==> src/include/lcj_pkg.sv <==
// Constants, encodings and state codes for the loop, call, jump and increment unit.
package lcj_pkg;
  localparam logic [7:0]  OP_PREFIX      = 8'hA5;
  localparam logic [7:0]  OP_INC_ACC     = 8'h04;
  localparam logic [7:0]  OP_INC_DIR     = 8'h05;
  localparam logic [6:0]  OP_INC_IND     = 7'h03;
  localparam logic [4:0]  OP_INC_REG     = 5'h01;
  localparam logic [7:0]  OP_INC_SHORT   = 8'h0B;
  localparam logic [7:0]  OP_DBNZ_DIR    = 8'hD5;
  localparam logic [4:0]  OP_DBNZ_REG    = 5'h1B;
  localparam logic [7:0]  OP_EXT_CALL    = 8'h9A;
  localparam logic [7:0]  OP_EXT_JUMP    = 8'h8A;
  localparam logic [7:0]  OP_EXT_RET     = 8'hAA;
  localparam logic [7:0]  OP_INC_DATA_POINTER_HW = 8'hA3;
  localparam logic [1:0]  SZ_BYTE        = 2'h0;
  localparam logic [1:0]  SZ_WORD        = 2'h1;
  localparam logic [1:0]  SZ_BAD         = 2'h2;
  localparam logic [1:0]  SZ_DWORD       = 2'h3;
  localparam logic [1:0]  ADD_SEL_ONE    = 2'h0;
  localparam logic [1:0]  ADD_SEL_TWO    = 2'h1;
  localparam logic [1:0]  ADD_SEL_FOUR   = 2'h2;
  localparam logic [1:0]  ADD_SEL_BAD    = 2'h3;
  localparam logic [31:0] ADDEND_ONE     = 32'h0000_0001;
  localparam logic [31:0] ADDEND_TWO     = 32'h0000_0002;
  localparam logic [31:0] ADDEND_FOUR    = 32'h0000_0004;
  localparam logic [7:0]  BYTE_ONE       = 8'h01;
  localparam logic [7:0]  BYTE_ZERO      = 8'h00;
  localparam logic [15:0] HWORD_ONE      = 16'h0001;
  localparam logic [23:0] LEN_DBNZ_DIR   = 24'h00_0003;
  localparam logic [23:0] LEN_DBNZ_REG   = 24'h00_0002;
  localparam logic [23:0] LEN_EXT_CALL   = 24'h00_0004;
  localparam logic [1:0]  PORT_EXTRA     = 2'h2;
  localparam logic [1:0]  STACK_BYTES    = 2'h3;
  localparam logic [1:0]  POP_LAST       = 2'h2;
  localparam logic [1:0]  CNT_ZERO       = 2'h0;
  localparam logic [1:0]  CNT_ONE        = 2'h1;
  typedef enum logic [4:0] {
    ST_IDLE = 5'h01,
    ST_EXEC = 5'h02,
    ST_WAIT = 5'h04,
    ST_PUSH = 5'h08,
    ST_POP  = 5'h10
  } lcj_state_t;
endpackage

==> src/logic/lcj_exec.sv <==
// Execution unit for decrement-branch, extended call, jump, return and increments.
`timescale 1ns/100ps
`default_nettype none
// Overview of operation
// - Decrement operand by one; branch only when the new value is nonzero.
// - Branch target is address of next instruction plus signed last byte.
// - Operand is register or direct byte; zero wraps to all ones.
// - Read-modify-write of an output port uses the output latch value.
// - Call adds four to PC, pushes 24-bit return high byte first, SP+3.
// - Call loads PC high byte from byte two, low word from bytes three, four.
// - Call and jump targets are full 24-bit addresses.
// - Extended jump is unconditional and loads PC from bytes two to four.
// - Return changes no condition flag.
// - Direct increment of a port takes two extra states.
// - Short increment adds 1, 2 or 4 to byte, word or double word, wrapping.
// - Data pointer increment is a 16-bit add of one with low-to-high carry.
// - Data pointer overflow never carries into the extended upper word.
// - Source mode needs the A5 prefix for register and indirect forms.
module lcj_exec (
  // Clock and reset
  input  wire logic        i_clk_sys,
  input  wire logic        i_reset,
  // Instruction
  input  wire logic        i_start,
  input  wire logic        i_source_mode,
  input  wire logic [39:0] i_instr,
  input  wire logic [23:0] i_pc,
  // Operands
  input  wire logic [31:0] i_operand,
  input  wire logic        i_dir_is_port,
  input  wire logic [7:0]  i_port_latch,
  input  wire logic [15:0] i_data_pointer,
  input  wire logic [15:0] i_sp,
  input  wire logic [7:0]  i_stack_rdata,
  // Completion
  output logic             o_busy,
  output logic             o_done,
  output logic             o_illegal,
  output logic             o_branch_taken,
  // Results
  output logic [23:0]      o_pc,
  output logic             o_pc_we,
  output logic [31:0]      o_result,
  output logic [1:0]       o_result_size,
  output logic [3:0]       o_reg_index,
  output logic             o_result_we,
  output logic [15:0]      o_data_pointer,
  output logic             o_data_pointer_we,
  output logic             o_flag_n,
  output logic             o_flag_z,
  output logic             o_flag_we,
  // Stack
  output logic [15:0]      o_sp,
  output logic             o_sp_we,
  output logic [15:0]      o_stack_addr,
  output logic [7:0]       o_stack_wdata,
  output logic             o_stack_we,
  output logic             o_stack_re
);
  import lcj_pkg::*;

  function automatic logic [7:0] ibyte(input logic [39:0] w, input logic [2:0] k);
    logic [39:0] s;
    s = w << {k, 3'h0};
    return s[39:32];
  endfunction

  function automatic logic [31:0] fit(input logic [31:0] v, input logic [1:0] sz);
    case (sz)
      SZ_BYTE: return {24'h00_0000, v[7:0]};
      SZ_WORD: return {16'h0000, v[15:0]};
      default: return v;
    endcase
  endfunction

  // Returns the negative and zero flags of a value of the given size.
  function automatic logic [1:0] nz(input logic [31:0] v, input logic [1:0] sz);
    logic neg;
    neg = (sz == SZ_BYTE) ? v[7] : ((sz == SZ_WORD) ? v[15] : v[31]);
    return {neg, fit(v, sz) == 32'h0000_0000};
  endfunction

  function automatic logic [31:0] addend(input logic [1:0] sel);
    case (sel)
      ADD_SEL_ONE: return ADDEND_ONE;
      ADD_SEL_TWO: return ADDEND_TWO;
      default:     return ADDEND_FOUR;
    endcase
  endfunction

  lcj_state_t  state_q;
  lcj_state_t  state_d;
  logic [1:0]  cnt_q;
  logic        pre;
  logic        ext_ok;
  logic        leg_ok;
  logic [2:0]  opi;
  logic [7:0]  op;
  logic [7:0]  b1;
  logic [7:0]  b2;
  logic [7:0]  b3;
  logic        is_inc_acc;
  logic        is_inc_dir;
  logic        is_inc_ind;
  logic        is_inc_reg;
  logic        is_inc_byte;
  logic        is_short;
  logic        is_dbnz_dir;
  logic        is_dbnz;
  logic        is_ext_call;
  logic        is_ext_jump;
  logic        is_ext_ret;
  logic        is_inc_dp;
  logic        is_known;
  logic        port_wait;
  logic [7:0]  src8;
  logic [7:0]  dec8;
  logic [7:0]  rel;
  logic [23:0] next_pc;
  logic [23:0] target;
  logic [23:0] ret_addr;
  logic [15:0] dp_sum;
  logic        fin;

  always_comb begin
    pre    = (ibyte(i_instr, 3'h0) == OP_PREFIX);
    ext_ok = i_source_mode ? !pre : pre;
    leg_ok = i_source_mode ? pre : !pre;
    opi    = {2'h0, pre};
    op     = ibyte(i_instr, opi);
    b1     = ibyte(i_instr, opi + 3'h1);
    b2     = ibyte(i_instr, opi + 3'h2);
    b3     = ibyte(i_instr, opi + 3'h3);
    // Accumulator, direct and data pointer forms exist only unprefixed in both modes.
    is_inc_acc  = !pre && (op == OP_INC_ACC);
    is_inc_dir  = !pre && (op == OP_INC_DIR);
    is_inc_ind  = leg_ok && (op[7:1] == OP_INC_IND);
    is_inc_reg  = leg_ok && (op[7:3] == OP_INC_REG);
    is_inc_byte = is_inc_acc || is_inc_dir || is_inc_ind || is_inc_reg;
    is_short    = ext_ok && (op == OP_INC_SHORT) && (b1[1:0] != ADD_SEL_BAD)
                  && (b1[3:2] != SZ_BAD);
    is_dbnz_dir = !pre && (op == OP_DBNZ_DIR);
    is_dbnz     = is_dbnz_dir || (leg_ok && (op[7:3] == OP_DBNZ_REG));
    is_ext_call = ext_ok && (op == OP_EXT_CALL);
    is_ext_jump = ext_ok && (op == OP_EXT_JUMP);
    is_ext_ret  = ext_ok && (op == OP_EXT_RET);
    is_inc_dp   = !pre && (op == OP_INC_DATA_POINTER_HW);
    is_known    = is_inc_byte || is_short || is_dbnz || is_inc_dp
                  || is_ext_call || is_ext_jump || is_ext_ret;
    port_wait   = is_inc_dir && i_dir_is_port;
    // Port operands come from the output latch, never from the pins.
    src8 = ((is_inc_dir || is_dbnz_dir) && i_dir_is_port) ? i_port_latch
                                                          : i_operand[7:0];
    dec8     = src8 - BYTE_ONE;
    rel      = is_dbnz_dir ? b2 : b1;
    next_pc  = i_pc + (is_dbnz_dir ? LEN_DBNZ_DIR
                                   : LEN_DBNZ_REG + {23'h00_0000, pre});
    target   = next_pc + {{16{rel[7]}}, rel};
    ret_addr = i_pc + LEN_EXT_CALL;
    dp_sum   = i_data_pointer + HWORD_ONE;
  end

  always_comb begin
    state_d = state_q;
    unique case (state_q)
      ST_IDLE: begin
        if (i_start) begin
          state_d = ST_EXEC;
        end
      end
      ST_EXEC: begin
        if (port_wait) begin
          state_d = ST_WAIT;
        end else if (is_ext_call) begin
          state_d = ST_PUSH;
        end else if (is_ext_ret) begin
          state_d = ST_POP;
        end else begin
          state_d = ST_IDLE;
        end
      end
      ST_WAIT: begin
        if (cnt_q == CNT_ONE) begin
          state_d = ST_IDLE;
        end
      end
      ST_PUSH: begin
        if (cnt_q == STACK_BYTES) begin
          state_d = ST_IDLE;
        end
      end
      ST_POP: begin
        if (cnt_q == POP_LAST) begin
          state_d = ST_IDLE;
        end
      end
      default: state_d = ST_IDLE;
    endcase
    fin = (state_q != ST_IDLE) && (state_d == ST_IDLE);
  end

  always_ff @(posedge i_clk_sys or posedge i_reset) begin
    if (i_reset) begin
      state_q <= ST_IDLE;
    end else begin
      state_q <= state_d;
    end
  end

  always_ff @(posedge i_clk_sys or posedge i_reset) begin
    if (i_reset) begin
      cnt_q <= CNT_ZERO;
    end else if (state_q == ST_EXEC) begin
      cnt_q <= port_wait ? PORT_EXTRA : (is_ext_call ? CNT_ONE : CNT_ZERO);
    end else if (state_q == ST_WAIT) begin
      cnt_q <= cnt_q - CNT_ONE;
    end else if ((state_q == ST_PUSH) || (state_q == ST_POP)) begin
      cnt_q <= cnt_q + CNT_ONE;
    end
  end

  // Result value and flags.
  always_ff @(posedge i_clk_sys or posedge i_reset) begin
    if (i_reset) begin
      o_result       <= 32'h0000_0000;
      o_result_size  <= SZ_BYTE;
      o_reg_index    <= 4'h0;
      o_data_pointer <= 16'h0000;
      o_flag_n       <= 1'b0;
      o_flag_z       <= 1'b0;
    end else if (state_q == ST_EXEC) begin
      o_reg_index <= b1[7:4];
      if (is_inc_byte) begin
        o_result              <= {24'h00_0000, src8 + BYTE_ONE};
        o_result_size         <= SZ_BYTE;
        {o_flag_n, o_flag_z}  <= nz({24'h00_0000, src8 + BYTE_ONE}, SZ_BYTE);
      end else if (is_short) begin
        o_result              <= fit(i_operand + addend(b1[1:0]), b1[3:2]);
        o_result_size         <= b1[3:2];
        {o_flag_n, o_flag_z}  <= nz(i_operand + addend(b1[1:0]), b1[3:2]);
      end else if (is_dbnz) begin
        o_result              <= {24'h00_0000, dec8};
        o_result_size         <= SZ_BYTE;
        {o_flag_n, o_flag_z}  <= nz({24'h00_0000, dec8}, SZ_BYTE);
      end else if (is_inc_dp) begin
        o_data_pointer        <= dp_sum;
        {o_flag_n, o_flag_z}  <= nz({16'h0000, dp_sum}, SZ_WORD);
      end
    end
  end

  // Program counter and stack traffic.
  always_ff @(posedge i_clk_sys or posedge i_reset) begin
    if (i_reset) begin
      o_pc          <= 24'h00_0000;
      o_sp          <= 16'h0000;
      o_stack_addr  <= 16'h0000;
      o_stack_wdata <= BYTE_ZERO;
      o_stack_we    <= 1'b0;
      o_stack_re    <= 1'b0;
    end else begin
      unique case (state_q)
        ST_EXEC: begin
          o_stack_we <= is_ext_call;
          o_stack_re <= is_ext_ret;
          if (is_dbnz) begin
            o_pc <= (dec8 != BYTE_ZERO) ? target : next_pc;
          end else if (is_ext_call || is_ext_jump) begin
            o_pc <= {b1, b2, b3};
          end
          if (is_ext_call) begin
            o_stack_addr  <= i_sp + HWORD_ONE;
            o_sp          <= i_sp + HWORD_ONE;
            o_stack_wdata <= ret_addr[23:16];
          end else if (is_ext_ret) begin
            o_stack_addr <= i_sp;
            o_sp         <= i_sp;
          end
        end
        ST_PUSH: begin
          o_stack_we <= (cnt_q != STACK_BYTES);
          if (cnt_q != STACK_BYTES) begin
            o_stack_addr  <= o_stack_addr + HWORD_ONE;
            o_sp          <= o_sp + HWORD_ONE;
            o_stack_wdata <= (cnt_q == CNT_ONE) ? ret_addr[15:8] : ret_addr[7:0];
          end
        end
        ST_POP: begin
          o_stack_re   <= (cnt_q != POP_LAST);
          o_stack_addr <= o_stack_addr - HWORD_ONE;
          o_sp         <= o_sp - HWORD_ONE;
          case (cnt_q)
            CNT_ZERO: o_pc[23:16] <= i_stack_rdata;
            CNT_ONE:  o_pc[15:8]  <= i_stack_rdata;
            default:  o_pc[7:0]   <= i_stack_rdata;
          endcase
        end
        default: begin
          o_stack_we <= 1'b0;
          o_stack_re <= 1'b0;
        end
      endcase
    end
  end

  // Completion strobes decode the instruction, which is held stable until done.
  always_ff @(posedge i_clk_sys or posedge i_reset) begin
    if (i_reset) begin
      o_busy            <= 1'b0;
      o_done            <= 1'b0;
      o_illegal         <= 1'b0;
      o_branch_taken    <= 1'b0;
      o_pc_we           <= 1'b0;
      o_result_we       <= 1'b0;
      o_data_pointer_we <= 1'b0;
      o_flag_we         <= 1'b0;
      o_sp_we           <= 1'b0;
    end else begin
      o_busy            <= (state_d != ST_IDLE);
      o_done            <= fin;
      o_illegal         <= fin && !is_known;
      o_branch_taken    <= fin && is_dbnz && (dec8 != BYTE_ZERO);
      o_pc_we           <= fin && (is_dbnz || is_ext_call || is_ext_jump || is_ext_ret);
      o_result_we       <= fin && (is_inc_byte || is_short || is_dbnz);
      o_data_pointer_we <= fin && is_inc_dp;
      // Calls, jumps and returns leave every flag alone.
      o_flag_we         <= fin && (is_inc_byte || is_short || is_dbnz || is_inc_dp);
      o_sp_we           <= fin && (is_ext_call || is_ext_ret);
    end
  end
endmodule
`default_nettype wire

==> config.mk <==
export PLATFORM = sky130hd
export DESIGN_NAME = lcj_exec
export DESIGN_NICKNAME = d
export VERILOG_FILES = /design/src/include/lcj_pkg.sv /design/src/logic/lcj_exec.sv
export SDC_FILE = /design/constraint.sdc
export NUM_CORES = 1
export LEC_CHECK = 0
export BUFFER_PORTS_ARGS = -buffer_cell sky130_fd_sc_hd__buf_2
export CORE_UTILIZATION = 25
export CTS_CLUSTER_SIZE = 14
export DETAILED_ROUTE_END_ITERATION = 7
export GPL_ROUTABILITY_DRIVEN = 1
export PLACE_DENSITY = 0.43
export SLEW_MARGIN = 10
export SYNTH_ARGS = -nofsm -noshare
export SYNTH_HDL_FRONTEND = slang
export SYNTH_SLANG_ARGS = --single-unit
==> constraint.sdc <==
create_clock -name i_clk_sys -period 14.4 [get_ports i_clk_sys]
set_clock_uncertainty 0.1 [all_clocks]
set_input_delay 2.88 -clock i_clk_sys [delete_from_list [all_inputs] [get_ports i_clk_sys]]
set_output_delay 2.88 -clock i_clk_sys [all_outputs]
set_load 0.02 [all_outputs]
==> reports/results.ini, run 1 <==
[status]
status=finished clean

[clocking]
cts_root_buf=clkbuf_16
cts_buffer_depth=2
cts_tree=done
h-tree-depth=4
clkLatencyLatePin_ns=0.49
cts_sinks=138
hold_buffers=0
cts_repair_resize_count=0
cts_setup_buffers=0
cts.clk_slew.worst_paths_ns=0.07
cts_buffers=17

[global_routing]
antenna_found_initial=7
grt_pass1_wl_um=80900
grt_usage_pct=20.5
grt_pass1_vias=12782
grt_max_degree=89
grt_overflow=0

[routing]
routed_wl_um=53400
via_count=13258
dr.first_iter.drc_count=1146
final_antenna_net_count=0
dr.pass1.iters=5
wire_per_inst_um=21.0
drc=0
vias_per_cell=5.21

[power]
pwr-share-seq_pct=34.7
irDropWorstVdd_uv=72.9
p_leak_uw=0.00709
p_comb_share_pct=28.6
power_switching_uw=489
internal_power_uw=830
swShare_pct=37.0
powerDensity_nw_per_um2=85.6
p_clk_share_pct=36.7

[finish]
fin_cells=2546
layout_common_cells=buf_2, nand2_1, dfrtp_1
final_nets=2079
layout_commonest_cell=buf_2
syn2layout_area_growth_pct=21.0
final_util_pct=30.7
drive_gt1_share_pct=20.4

[critical_path]
arrival_ns=8.13
slowest_delay_ns=0.75
path_buf_inv=2
path_delay_family=compound AO/OA/AOI/OAI gates
path_class=input pin to flip-flop
crit_path_end_kind=flip-flop
worstSetupStartpointType=input pin
critPathMaxFanout=39
crit_chain=buf_2 -> and4bb_1 -> a41oi_1 -> o32ai_4 -> nand2_1 -> mux2i_1 -> ha_1 -> a31oi_1 -> nor3_1 -> nand4_2 -> a2111oi_4 -> buf_4 -> mux2_2 -> o211ai_1 -> a21oi_1 -> a21o_1
required_ns=14.68
cp_slowest_cell=and4bb_1

[sta]
rsz0062_at_grt=false
fin_crit_sh_pct=54.5
post-route-min-period_ns=7.85
slew_headroom_pct=19.5
tns_ns=0
drv_slew=0
setup_viol=0
worst_pin_slew_ns=1.20
hold_ws_ns=0.373
final_hold_viol_count=0
fmax_ghz=0.127

[synth]
ys_seq_elements=138
ys.flop_type=dfrtp_1
async_flop_share_pct=100
synth.avg_cell_area_um2=7.86
synth-edff-count=0
post_synth_num_cell_types=90
synthCells=1620
seq_area_frac_synth_pct=27.1
synth_nets=1839
syn_area_um2=12700
yosysWarnings=0

[floorplan]
die-area_um2=51900
die_x_um=228
ios=280
initial_core_util_pct=25.4
die_h_um=228
core_area_um2=50200
num_rows=82

[placement]
hpwl_um=41900
portBuffers=279
placedCellCount=2513
gp_congestion=0.898

[hold_path]
min_path_type=flip-flop to flip-flop

[run]
drv_cap=0

-- metrics by stage --
stage	setup WS (ns)	total power, µW	instance area [µm²]
detailed placement	6.13	839	14800
finish	6.55	1320	15400
CTS	6.66	1340	15400
global route	6.12	1390	15400
global placement	6.30	840	14800
floorplan	6.94	685	12700
-- flip-flops by register name, indices dropped and copies added (netlist names), 4 cells and up --
signal,cells
o_data_pointer,16
o_reg_index,4
state_q,5
o_stack_addr,16
o_stack_wdata,8
o_sp,16
o_pc,24
o_result,32
-- cells in the mapped netlist, drive strengths merged (16+ instances only) --
cell	instances	area, µm²
nand2	234	878
dfrtp	137	3430
nor2	137	517
o21ai	118	591
a21oi	98	494
xnor2	88	771
xor2	67	587
ha	66	826
nand3	65	325
clkbuf	57	215
nor3	44	220
inv	42	158
nand4	39	250
a31oi	29	188
mux2i	27	270
and3	26	163
and2	23	144
a211oi	21	168
a21o	21	158
o211ai	20	150
buf	18	119
nand2b	16	100
nor4	16	115
-- layout make-up --
class                      instances  area (µm²)
fill                            5449       34800
clock inverter                    13         158
inverter                          42         163
sequential                       138        3450
antenna                            1        2.50
timing repair buffer             296        1520
multi-input combinational       1365        8820
tap                              672         841
clock buffer                      19         453
-- layer usage --
layer  GRT usage [%]  part of all wire, %  vias to the layer above
met5               0                 0.15                        -
met4            4.48                  1.1                       12
met3            5.33                  6.7                       48
met2            32.7                   46                      406
met1            27.4                   46                     6429
li1                -                    -                     6363
-- final timing paths --
| kind | startpoint | to | slack (ns) | depth (start not counted) |
|---|---|---|---|---|
| hold / removal | o_data_pointer[10] | o_data_pointer[10] | 0.37 | 2 |
| max in group asynchronous | i_reset | o_result[25] | 10.41 | 3 |
| setup / recovery | i_instr[35] | o_pc[4] | 6.55 | 16 |
| hold reg to reg | o_data_pointer[10] | o_data_pointer[10] | 0.37 | 2 |
| min in group asynchronous | i_reset | o_data_pointer[9] | 2.46 | 2 |
| setup reg to reg | state_q[2] | o_stack_addr[15] | 10.14 | 14 |
-- power groups by stage --
stage	Sequential [µW]	Clock [µW]	Combinational (µW)
2_1_floorplan	495	0	190
3_3_place_gp	465	0	375
3_5_place_dp	464	0	375
4_1_cts	457	501	377
5_1_grt	462	513	411
6_report	458	485	377
-- cell families (layout without fill, tap and decap cells) --
| kind of cell | after synthesis | after routing | synth area share (%) |
|---|---|---|---|
| AOI/OAI and AO/OA | 424 | 424 | 22.1 |
| adders and majority gates | 70 | 70 | 7.11 |
| DFF | 138 | 138 | 27.1 |
| muxes | 41 | 41 | 3.36 |
| xor gates and xnor gates | 155 | 155 | 10.7 |
| other | 0 | 1 | 0 |
| and+or+nand+nor | 675 | 675 | 25.8 |
| buffers and inverters | 117 | 370 | 3.86 |
-- tightest hold or removal path: cells and delay by family (launching register included) --
family          cells  cell delay [ns]
flops               1             0.34
compound gates      1             0.06
simple gates        1             0.04
Note: power is estimated with default switching activity, not from simulation.
==> run 2: changes to the inputs <==
--- a/config.mk
+++ b/config.mk
@@ -5,6 +5,7 @@
 export SDC_FILE = /design/constraint.sdc
 export NUM_CORES = 1
 export LEC_CHECK = 0
+export ABC_AREA = 1
 export BUFFER_PORTS_ARGS = -buffer_cell sky130_fd_sc_hd__buf_2
 export CORE_UTILIZATION = 25
 export CTS_CLUSTER_SIZE = 14
==> constraint.sdc (replaced) <==
create_clock -name i_clk_sys -period 8.2 [get_ports i_clk_sys]
set_clock_uncertainty 0.1 [all_clocks]
set_input_delay 1.64 -clock i_clk_sys [delete_from_list [all_inputs] [get_ports i_clk_sys]]
set_output_delay 1.64 -clock i_clk_sys [all_outputs]
set_load 0.02 [all_outputs]
==> run 2 against run 1 <==
  * Sequential power is 110% higher
  * Register-to-register slack worse by 6.0 ns
  * First-iteration DRC count is 21% lower
  * Combinational power grew to 3.2 times the previous value
  * Global-route usage is 0.13 points lower
  * Cell count is 13% higher
  * Largest cell class unchanged
  * Highest routed layer unchanged
==> reports/results.ini, run 2 <==
[status]
status=finished clean  ; unchanged

[sta]
tns_ns=0  ; unchanged
fin_crit_sh_pct=81.8
post-route-min-period_ns=6.71
drv_slew=0  ; unchanged
slew_headroom_pct=32.6  ; was 19.5%
fmax_ghz=0.149
rsz0062_at_grt=false  ; unchanged
worst_pin_slew_ns=1.01  ; was 1.20 ns
setup_viol=0  ; unchanged
final_hold_viol_count=0  ; unchanged
hold_ws_ns=0.368  ; was 0.373 ns

[synth]
synth_common_cells=nand2_1, inv_1, nor2_1  ; was nand2_1, dfrtp_1, nor2_1
synth-edff-count=0  ; unchanged
post_synth_num_cell_types=59  ; was 90
synthCells=1934  ; was 1620
synth_area_leaders=dfrtp_1, nand2_1, inv_1, nor2_1, ha_1  ; was dfrtp_1, nand2_1, ha_1, xnor2_1, xor2_1
syn_area_um2=12800  ; was 12700 µm²
synth_nets=2153  ; was 1839
async_flop_share_pct=100  ; unchanged
synth_top_area_share_pct=26.7  ; was 26.9%
ys.flop_type=dfrtp_1  ; unchanged
seq_area_frac_synth_pct=26.9  ; was 27.1%
synth.avg_cell_area_um2=6.63  ; was 7.86 µm²
post-synth-top-count-cell=nand2_1  ; unchanged
yosysTopAreaCell=dfrtp_1  ; unchanged
yosysWarnings=0  ; unchanged
ys_seq_elements=138  ; unchanged

[routing]
final_antenna_net_count=0  ; unchanged
drc=0  ; unchanged
vias_per_cell=4.77  ; was 5.21
dr.first_iter.drc_count=901  ; was 1146
routed_wl_um=53300  ; was 53400 µm
dr.pass1.iters=5  ; unchanged
wire_per_inst_um=18.4  ; was 21.0 µm
via_count=13790  ; was 13258

[floorplan]
core_area_um2=50400  ; was 50200 µm²
num_rows=82  ; unchanged
ios=280  ; unchanged
die-area_um2=52200  ; was 51900 µm²
initial_core_util_pct=25.5  ; was 25.4%
die_x_um=228  ; about the same
die_h_um=228  ; about the same

[clocking]
cts_repair_resize_count=0  ; unchanged
cts_setup_buffers=0  ; unchanged
cts.clk_slew.worst_paths_ns=0.07  ; about the same
hold_buffers=0  ; unchanged
cts_buffer_depth=2  ; unchanged
cts_buffers=17  ; unchanged
cts_root_buf=clkbuf_16  ; unchanged
clkLatencyLatePin_ns=0.47  ; was 0.49 ns
cts_tree=done  ; unchanged
cts_sinks=138  ; unchanged
h-tree-depth=4  ; unchanged

[finish]
syn2layout_area_growth_pct=21.4  ; was 21.0%
layout_commonest_cell=nand2_1  ; was buf_2
nFillCells=5678  ; was 5449
top_regs=o_result: 32 flops, o_pc: 24 flops  ; unchanged
top_register=o_result  ; unchanged
drive_gt1_share_pct=19.6  ; was 20.4%
largest_reg_flops=32  ; unchanged
final_nets=2418  ; was 2079
layout_common_cells=nand2_1, buf_2, inv_1  ; was buf_2, nand2_1, dfrtp_1

[power]
p_leak_uw=0.00822  ; was 0.00709 µW
powerDensity_nw_per_um2=194  ; was 85.6 nW/µm²
irDropWorstVdd_uv=147  ; was 72.9 µV

[global_routing]
grt_max_degree=79  ; was 89
grt_pass1_vias=13302  ; was 12782
grt_pass1_wl_um=80600  ; was 80900 µm
antenna_found_initial=13  ; was 7
grt_overflow=0  ; unchanged
grt_usage_pct=20.3  ; was 20.5%

[placement]
portBuffers=279  ; unchanged
hpwl_um=43900  ; was 41900 µm
gp_congestion=0.938  ; was 0.898

[critical_path]
path_delay_family=simple AND/OR/NAND/NOR gates  ; was compound AO/OA/AOI/OAI gates
worstSetupStartpointType=input pin  ; unchanged
slowest_delay_ns=0.51  ; was 0.75 ns
required_ns=8.50  ; was 14.68 ns
path_class=input pin to flip-flop  ; unchanged
critPathMaxFanout=31  ; was 39
crit_path_end_kind=flip-flop  ; unchanged
path_buf_inv=4  ; was 2
cp_slowest_cell=inv_2  ; was and4bb_1
arrival_ns=7.01  ; was 8.13 ns

[run]
drv_cap=0  ; unchanged

[hold_path]
min_path_type=flip-flop to flip-flop  ; unchanged

run 2: cell types whose count changed after synthesis, moves of 35 or more:
cell     before  now
a21oi_1      97  132
inv_1        42  254
nand2_1     234  433
nand3_1      65  112
nor2_1      136  244
xnor2_1      88   25
run 2: layout make-up:
class                      instances  area (µm²)  share of cell area (%)
multi-input combinational       1482        8140                    52.3
sequential                       138        3450                    22.2
timing repair buffer             290        1480                    9.50
inverter                         270        1020                    6.54
tap                              672         841                    5.40
clock buffer                      19         453                    2.91
clock inverter                    13         165                    1.06
antenna                            5        12.5                  0.0804
run 2: final timing paths:
check                      depth (start not counted)                 end                from  slack, ns
max                                               29            o_flag_z         i_instr[38]       1.49
min                                                2  o_data_pointer[10]  o_data_pointer[10]       0.37
max reg2reg                                       28            o_sp[14]          state_q[2]       4.18
min reg2reg                                        2  o_data_pointer[10]  o_data_pointer[10]       0.37
max in group asynchronous                          3      o_reg_index[2]             i_reset       5.38
min in group asynchronous                          2  o_data_pointer[13]             i_reset       1.23
run 2: metal layers:
| layer | vias to the layer above | global-route usage [%] | routed length (µm) |
|---|---|---|---|
| li1 | 6865 | - | - |
| met1 | 6527 | 27.4 | 24700 |
| met2 | 331 | 33.5 | 25200 |
| met3 | 57 | 3.28 | 2520 |
| met4 | 10 | 5.31 | 887 |
| met5 | - | 0 | 69 |
run 2: cell families after synthesis:
logic type	after synthesis	synth area share, %
flops	138	26.9
simple gates	971	34.6
xor+xnor	97	6.68
fa+ha+maj	70	7.07
compound gates	343	14.9
mux	1	0.0781
buf+inv	314	9.71
run 2: tightest hold or removal path, cell delays in order (launching register included):
cell	delay (ns)
dfrtp_1	0.34
nand2_1	0.05
nand2_1	0.05
run 2: power breakdown:
part	switching, µW	internal [µW]	total, µW
Combinational	816	409	1220
Sequential	120	834	954
Clock	345	495	840
run 2: through the flow:
step           utilization, %  area, µm²  power, µW  std cells  setup slack (ns)
2_1_floorplan               -      12800       1740       1934              2.50
3_3_place_gp             29.6      14900       2190       2852              1.09
3_5_place_dp             29.6      14900       2200       2852              1.10
4_1_cts                  30.9      15600       3060       2884              1.61
5_1_grt                  30.9      15600       3230       2887             0.865
6_report                 30.9      15600       3020       2889              1.49
